[config.mk]
export PLATFORM = sky130hd
export DESIGN_NAME = pmc_top
export DESIGN_NICKNAME = d
export VERILOG_FILES = /design/src/design/pmc_pkg.sv /design/src/design/pmc_top.sv
export VERILOG_INCLUDE_DIRS = /design/src /design/src/design
export SDC_FILE = /design/constraint.sdc
export NUM_CORES = 1
export LEC_CHECK = 0
export ABC_CLOCK_PERIOD_IN_PS = 2100
export BUFFER_PORTS_ARGS = -buffer_cell sky130_fd_sc_hd__buf_2
export CAP_MARGIN = 15
export CORE_MARGIN = 10
export CORE_UTILIZATION = 25
export DETAILED_ROUTE_END_ITERATION = 7
export PLACE_DENSITY_LB_ADDON = 0.2
export SLEW_MARGIN = 0
export SYNTH_ARGS = -nofsm -noshare
export SYNTH_HDL_FRONTEND = slang
export SYNTH_SLANG_ARGS = --single-unit
[constraint.sdc]
create_clock -name pclk -period 2.1 [get_ports pclk]
set_clock_uncertainty 0.1 [all_clocks]
set_input_delay 0.105 -clock pclk [delete_from_list [all_inputs] [get_ports pclk]]
set_output_delay 0.105 -clock pclk [all_outputs]
set_load 0.005 [all_outputs]
[src/design/pmc_defs.svh]
`ifndef PMC_DEFS_SVH
`define PMC_DEFS_SVH
// Register byte offsets
`define PMC_OFS_MODE_CTRL 12'h000
`define PMC_OFS_ACT_TMPL 12'h004
`define PMC_OFS_ALT_TMPL 12'h008
`define PMC_OFS_STATUS 12'h00C
`define PMC_OFS_REG_CTRL 12'h010
`define PMC_OFS_WAKE_EN 12'h014
// Reset values
`define PMC_RST_ACT_TMPL 8'hFF
`define PMC_RST_ALT_TMPL 8'hFF
`define PMC_RST_REG_CTRL 2'h3
`define PMC_RST_WAKE_EN 8'hFF
// Field positions
`define PMC_CPU_BIT 0
`define PMC_FLASH_BIT 1
`define PMC_REQ_LSB 0
`define PMC_MODE_LSB 0
`define PMC_CPU_ST_BIT 4
// Buzz timing: interval and on-time in cycles of pclk
`define PMC_BUZZ_PERIOD 16'h0100
`define PMC_BUZZ_ON 16'h0008
`endif

[src/design/pmc_pkg.sv]
package pmc_pkg;
  // Global power modes in order of decreasing consumption
  typedef enum logic [1:0] {
    PMC_ACTIVE,
    PMC_ALT_ACTIVE,
    PMC_SLEEP,
    PMC_HIBERNATE
  } pmc_mode_e;
endpackage : pmc_pkg

[src/design/pmc_top.sv]
`include "pmc_defs.svh"
`timescale 1ns/100ps
`default_nettype none
module pmc_top #(
  parameter int NSUB = 8,
  parameter int NWAKE = 8,
  parameter int PIN_SRC = 0
) (
  // Clock and reset
  input wire logic pclk,
  input wire logic presetn,
  // APB slave
  input wire logic psel,
  input wire logic penable,
  input wire logic pwrite,
  input wire logic [11:0] paddr,
  input wire logic [31:0] pwdata,
  output logic [31:0] prdata,
  output logic pready,
  output logic pslverr,
  // Wakeup sources, asynchronous levels
  input wire logic [NWAKE-1:0] wake_irq,
  input wire logic dev_reset_evt,
  // Subsystem enables and clock gates
  output logic [NSUB-1:0] sub_enable,
  output logic [NSUB-1:0] sub_clk_en,
  // Low-speed and regulator controls
  output logic lowspeed_clk_en,
  output logic central_timewheel_run,
  output logic all_clk_stop,
  output logic state_retain,
  output logic dig_reg_en,
  output logic ana_reg_en,
  output logic [1:0] mode_out
);
  // Mode, template and control state
  pmc_pkg::pmc_mode_e mode_reg, mode_next;
  logic [NSUB-1:0] act_reg, act_next, alt_reg, alt_next;
  logic [NWAKE-1:0] wen_reg, wen_next;
  logic [1:0] regc_reg, regc_next;
  logic cpu_force_reg, cpu_force_next;
  logic [15:0] buzz_reg, buzz_next;

  // Synchroniser flops
  logic [NWAKE-1:0] wk_s1_reg, wk_s2_reg;
  logic rs_s1_reg, rs_s2_reg;

  // Decode and enable paths
  logic [NSUB-1:0] en_raw, en_comb;
  logic [31:0] rdata_next;
  logic wr, rd, hit, wake_any, wake_pin, buzz_on;
  logic wr_mode, wr_act, wr_alt, wr_regc, wr_wen;

  // Output next values
  logic [31:0] prdata_next;
  logic [NSUB-1:0] sub_enable_next, sub_clk_en_next;
  logic lowspeed_next, ctw_next, clk_stop_next, retain_next, dig_next, ana_next;
  logic [1:0] mode_out_next;

  function automatic logic ofs_hit(input logic [11:0] a);
    ofs_hit = (a == `PMC_OFS_MODE_CTRL) || (a == `PMC_OFS_ACT_TMPL) ||
      (a == `PMC_OFS_ALT_TMPL) || (a == `PMC_OFS_STATUS) ||
      (a == `PMC_OFS_REG_CTRL) || (a == `PMC_OFS_WAKE_EN);
  endfunction : ofs_hit

  function automatic logic is_hib(input pmc_pkg::pmc_mode_e m);
    is_hib = (m == pmc_pkg::PMC_HIBERNATE);
  endfunction : is_hib

  function automatic logic wr_to(input logic w, input logic [11:0] a, input logic [11:0] ofs);
    wr_to = w && (a == ofs);
  endfunction : wr_to

  // Input synchronisers
  always_ff @(posedge pclk or negedge presetn) begin
    if (!presetn) begin
      wk_s1_reg <= '0;
      wk_s2_reg <= '0;
      rs_s1_reg <= 1'b0;
      rs_s2_reg <= 1'b0;
    end else begin
      wk_s1_reg <= wake_irq;
      wk_s2_reg <= wk_s1_reg;
      rs_s1_reg <= dev_reset_evt;
      rs_s2_reg <= rs_s1_reg;
    end
  end

  // Bus decode
  assign wr = psel && penable && pwrite;
  assign rd = psel && penable && !pwrite;
  assign hit = ofs_hit(paddr);
  assign pready = 1'b1;
  assign pslverr = psel && penable && !hit;
  assign wr_mode = wr_to(wr, paddr, `PMC_OFS_MODE_CTRL);
  assign wr_act = wr_to(wr, paddr, `PMC_OFS_ACT_TMPL);
  assign wr_alt = wr_to(wr, paddr, `PMC_OFS_ALT_TMPL);
  assign wr_regc = wr_to(wr, paddr, `PMC_OFS_REG_CTRL);
  assign wr_wen = wr_to(wr, paddr, `PMC_OFS_WAKE_EN);
  // Enabled interrupt or device reset is a wakeup
  assign wake_any = (|(wk_s2_reg & wen_reg)) || rs_s2_reg;
  // Only the pin interrupt source or a device reset wakes from hibernate
  assign wake_pin = (wk_s2_reg[PIN_SRC] && wen_reg[PIN_SRC]) || rs_s2_reg;

  // Template and regulator control registers
  always_comb begin
    act_next = act_reg;
    alt_next = alt_reg;
    wen_next = wen_reg;
    regc_next = regc_reg;
    if (wr_act) begin
      act_next = pwdata[NSUB-1:0];
    end
    if (wr_alt) begin
      alt_next = pwdata[NSUB-1:0];
    end
    if (wr_wen) begin
      wen_next = pwdata[NWAKE-1:0];
    end
    if (wr_regc) begin
      regc_next = pwdata[1:0];
    end
  end

  always_ff @(posedge pclk or negedge presetn) begin
    if (!presetn) begin
      act_reg <= NSUB'(`PMC_RST_ACT_TMPL);
      alt_reg <= NSUB'(`PMC_RST_ALT_TMPL);
      wen_reg <= NWAKE'(`PMC_RST_WAKE_EN);
      regc_reg <= `PMC_RST_REG_CTRL;
    end else begin
      act_reg <= act_next;
      alt_reg <= alt_next;
      wen_reg <= wen_next;
      regc_reg <= regc_next;
    end
  end

  // Mode and CPU force
  always_comb begin
    mode_next = mode_reg;
    cpu_force_next = cpu_force_reg;
    if (wr_mode) begin
      mode_next = pmc_pkg::pmc_mode_e'(pwdata[`PMC_REQ_LSB +: 2]);
      if (pwdata[`PMC_REQ_LSB +: 2] != 2'h0) begin
        cpu_force_next = 1'b0;
      end
    end
    if ((wr_act || wr_alt) && !pwdata[`PMC_CPU_BIT]) begin
      cpu_force_next = 1'b0;
    end
    // Wakeup wins over any write in the same cycle
    case (mode_reg)
      pmc_pkg::PMC_HIBERNATE: begin
        if (wake_pin) begin
          mode_next = pmc_pkg::PMC_ACTIVE;
          cpu_force_next = 1'b1;
        end
      end
      default: begin
        if (wake_any) begin
          mode_next = pmc_pkg::PMC_ACTIVE;
          cpu_force_next = 1'b1;
        end
      end
    endcase
  end

  always_ff @(posedge pclk or negedge presetn) begin
    if (!presetn) begin
      mode_reg <= pmc_pkg::PMC_ACTIVE;
      cpu_force_reg <= 1'b0;
    end else begin
      mode_reg <= mode_next;
      cpu_force_reg <= cpu_force_next;
    end
  end

  // Regulator buzz timer, runs only in sleep
  always_comb begin
    buzz_next = 16'h0000;
    if (mode_reg == pmc_pkg::PMC_SLEEP) begin
      buzz_next = (buzz_reg == `PMC_BUZZ_PERIOD - 16'h0001) ? 16'h0000 :
        buzz_reg + 16'h0001;
    end
  end

  always_ff @(posedge pclk or negedge presetn) begin
    if (!presetn) begin
      buzz_reg <= 16'h0000;
    end else begin
      buzz_reg <= buzz_next;
    end
  end

  assign buzz_on = buzz_reg < `PMC_BUZZ_ON;

  // Subsystem enables per mode
  always_comb begin
    case (mode_reg)
      pmc_pkg::PMC_ACTIVE: en_raw = act_reg;
      pmc_pkg::PMC_ALT_ACTIVE: en_raw = alt_reg;
      default: en_raw = '0;
    endcase
    en_comb = en_raw;
    if (cpu_force_reg && (mode_reg == pmc_pkg::PMC_ACTIVE)) begin
      en_comb[`PMC_CPU_BIT] = 1'b1;
    end
  end

  always_comb begin
    rdata_next = 32'h0000_0000;
    case (paddr)
      `PMC_OFS_MODE_CTRL: rdata_next[`PMC_MODE_LSB +: 2] = mode_reg;
      `PMC_OFS_ACT_TMPL: rdata_next[NSUB-1:0] = act_reg;
      `PMC_OFS_ALT_TMPL: rdata_next[NSUB-1:0] = alt_reg;
      `PMC_OFS_STATUS: begin
        rdata_next[`PMC_MODE_LSB +: 2] = mode_reg;
        rdata_next[`PMC_CPU_ST_BIT] = en_comb[`PMC_CPU_BIT];
      end
      `PMC_OFS_REG_CTRL: rdata_next[1:0] = regc_reg;
      `PMC_OFS_WAKE_EN: rdata_next[NWAKE-1:0] = wen_reg;
      default: rdata_next = 32'h0000_0000;
    endcase
  end

  // Output next values
  always_comb begin
    prdata_next = prdata;
    if (psel && !penable && !pwrite) begin
      prdata_next = rdata_next;
    end
    sub_enable_next = en_comb;
    sub_clk_en_next = en_comb;
    lowspeed_next = !is_hib(mode_reg);
    ctw_next = !is_hib(mode_reg);
    clk_stop_next = is_hib(mode_reg);
    retain_next = is_hib(mode_reg);
    case (mode_reg)
      pmc_pkg::PMC_SLEEP: begin
        dig_next = regc_reg[0] && buzz_on;
        ana_next = regc_reg[1] && buzz_on;
      end
      pmc_pkg::PMC_HIBERNATE: begin
        dig_next = 1'b0;
        ana_next = 1'b0;
      end
      default: begin
        dig_next = regc_reg[0];
        ana_next = regc_reg[1];
      end
    endcase
    mode_out_next = mode_reg;
  end

  // Registered outputs
  always_ff @(posedge pclk or negedge presetn) begin
    if (!presetn) begin
      prdata <= 32'h0000_0000;
      sub_enable <= '0;
      sub_clk_en <= '0;
      lowspeed_clk_en <= 1'b1;
      central_timewheel_run <= 1'b1;
      all_clk_stop <= 1'b0;
      state_retain <= 1'b0;
      dig_reg_en <= 1'b1;
      ana_reg_en <= 1'b1;
      mode_out <= 2'h0;
    end else begin
      prdata <= prdata_next;
      sub_enable <= sub_enable_next;
      sub_clk_en <= sub_clk_en_next;
      lowspeed_clk_en <= lowspeed_next;
      central_timewheel_run <= ctw_next;
      all_clk_stop <= clk_stop_next;
      state_retain <= retain_next;
      dig_reg_en <= dig_next;
      ana_reg_en <= ana_next;
      mode_out <= mode_out_next;
    end
  end

  logic unused_rd;
  assign unused_rd = rd;
endmodule : pmc_top
`default_nettype wire

==> impl_metrics.tcl <==
set metrics [dict create \
    core_area_sq_um 15400 \
    powerDensity_nw_per_um2 701 \
    die_h_microns 146 \
    setup_ws_ns 0.205 \
    die_area_sq_um 21300 \
    synth_common_cells "56 x dfrtp_1, 35 x buf_4, 30 x nor2_1" \
    cp.required_ns 2.25 \
    globalplace.congestion 0.779 \
    ys_ff_latch 85 \
    cp_num_buf_inv 0 \
    cp-end-kind "flop" \
    antennaDiodeCount 0 \
    setup_viol 0 \
    grt_pass1_wl_mm 15.8 \
    timing.final.crit_share_pct 90.2 \
    drive_gt1_share_pct 36.8 \
    grtUsageTotal_pct 9.25 \
    cts_buffer_depth 2 \
    antenna_found_initial 0 \
    vias_per_cell 4.22 \
    tightest_slew_ns 0.574 \
    final_hold_viol_count 0 \
    root_buffer "clkbuf_16" \
    maxCapViolCount 0 \
    outcome "complete, no violations" \
    yosysMostFrequentCell "dfrtp_1" \
    numCtsBuffers 9 \
    htree_levels 3 \
    ant_nets 0 \
    num_rows 45 \
    yosys-top-cells-area "dfrtp_1 35%, dfstp_2 19%, buf_4 6.6%" \
    clk_pin_slew_worst_paths_ns 0.06 \
    fin_crit_ns 1.89 \
    yosysUniqueCellTypes 46 \
    yosys_warnings 0 \
    netlist_area_sq_um 3970 \
    hold_path_class "in -> reg" \
    reg2reg_slack_ns 0.21 \
    path_class "reg -> reg" \
    grt_pass1_vias 2795 \
    yosysTopAreaCellShare_pct 35.3 \
    fillers 1578 \
    largest_reg_flops 16 \
    crit_fanout 6 \
    synth_edf_count 0 \
    ys_async_sr_fraction_pct 100 \
    drv_slew 0 \
    crit_arrival_ns 2.05 \
    cp_top_family "simple AND/OR/NAND/NOR gates" \
    yosysTopAreaCell "dfrtp_1" \
    max_freq_mhz 528 \
    critPathMaxStageDelay_ns 0.58 \
    worstPathCellList "nand4_1 > or4_1 > or3_1 > a21oi_1" \
    avgSynthCellArea_sq_um 11.7 \
    first_pass_iters 6 \
    post-route-drc-count 0 \
    clk_latency_ns 0.34 \
    grt_start_max_net_pins 50 \
    cts_post_setup_buffers_inserted 0 \
    grt_overflow 0 \
    synth.yosys.seq_area_share_pct 54.6 \
    start_util_pct 25.8 \
    place_ws_ns 0.0564 \
    p_leak_nw 2.22 \
    crit_slowest_cell "or4_1" \
    layout.nets 486 \
    tritoncts "done" \
    io_buffers 66 \
    synth-main-ff-cell "dfrtp_1" \
    grt_setup_unrepaired "false" \
    io_pins 116 \
    die_width_microns 146 \
    synth_cells 340 \
    max_slew_margin_pct 61.6 \
    routed_wl_mm 9.82 \
    vdd_ir_drop_max_v 0.000364 \
    setup_tns_ns 0 \
    start_kind "flop" \
    hpwl_mm 7.37 \
    vias 2711 \
    post_drt_wl_per_cell_microns 15.3 \
    first_iter_violations 216 \
    cts_sinks 85 \
    syn2layout_area_growth_pct 24.2 \
]
metrics by stage:
step	instances	cell area [sq um]	util [%]	power (mW)	hold slack (ns)
3_3_place_gp	611	4470	29.1	1.86	-0.000644
5_1_grt	643	4920	32.0	3.59	0.0203
6_report	643	4920	32.0	3.45	0.0144
3_5_place_dp	611	4470	29.1	1.87	0.00373
2_1_floorplan	363	4050	-	1.79	-0.291
4_1_cts	643	4920	32.0	3.50	0.00834
kinds of logic (layout without fill, tap and decap cells):
family                   count (synthesis)  in the layout  share of synthesized area, %
AND/OR/NAND/NOR                        110            110                          15.5
flip-flops                              85             85                          54.6
buffers and inverters                   52            121                          8.68
multiplexers                            42             42                          12.2
AO/OA/AOI/OAI                           34             34                          5.40
XOR/XNOR                                14             14                          3.09
other                                    2             25                         0.189
adder cells (fa/ha/maj)                  1              1                         0.316
per-layer routing:
layer / vias to the layer above / part of all wire (%) / global-route usage [%]
met5: - / 0 / 0
met4: 0 / 1.6 / 4.40
met3: 9 / 6.7 / 2.73
met2: 101 / 40 / 12.4
met1: 1285 / 51 / 13.1
li1: 1316 / - / -
power breakdown:
group | total, mW | switching (mW) | internal [mW]
Combinational | 0.189 | 0.114 | 0.0752
Clock | 1.59 | 0.632 | 0.958
Sequential | 1.67 | 0.00753 | 1.67
path summary, 6_finish.rpt:
path	start	endpoint	depth (start not counted)
setup / recovery	buzz_reg[7]	buzz_reg[15]	4
hold / removal	pwdata[1]	act_reg[1]	2
setup reg to reg	buzz_reg[7]	buzz_reg[15]	4
hold reg to reg	wk_s1_reg[7]	wk_s2_reg[7]	0
max in group asynchronous	presetn	act_reg[1]	3
min in group asynchronous	presetn	wk_s1_reg[7]	2
cell usage in the layout, fill, tap and decap left out, drive strengths merged, types with 7 or more instances in the layout:
cell         instances
conb                25
nor2                30
mux2                28
clkbuf              13
dlygate4sd3         16
xnor2                9
dfrtp               56
buf                 83
dfstp               29
nand2               18
or4                  8
mux2i               14
nor3                 7
a21oi               12
o21ai               10
nor4                14
nand3                9
timing repair:
| item | 4_1_cts | 5_1_grt |
|---|---|---|
| hold buffers | 16 | 0 |
| resized for setup | 0 | 0 |
| hold endpoints to repair | 63 | 0 |
cell type report:
type	count	area, sq um	area share [%]
tap	211	264	5.36
clock inverter	3	46.3	0.940
multi-input combinational	226	1540	31.4
sequential	85	2160	43.9
clock buffer	13	250	5.08
timing repair buffer	99	633	12.9
inverter	6	22.5	0.457
No activity file was read; power rests on OpenSTA's default activity.
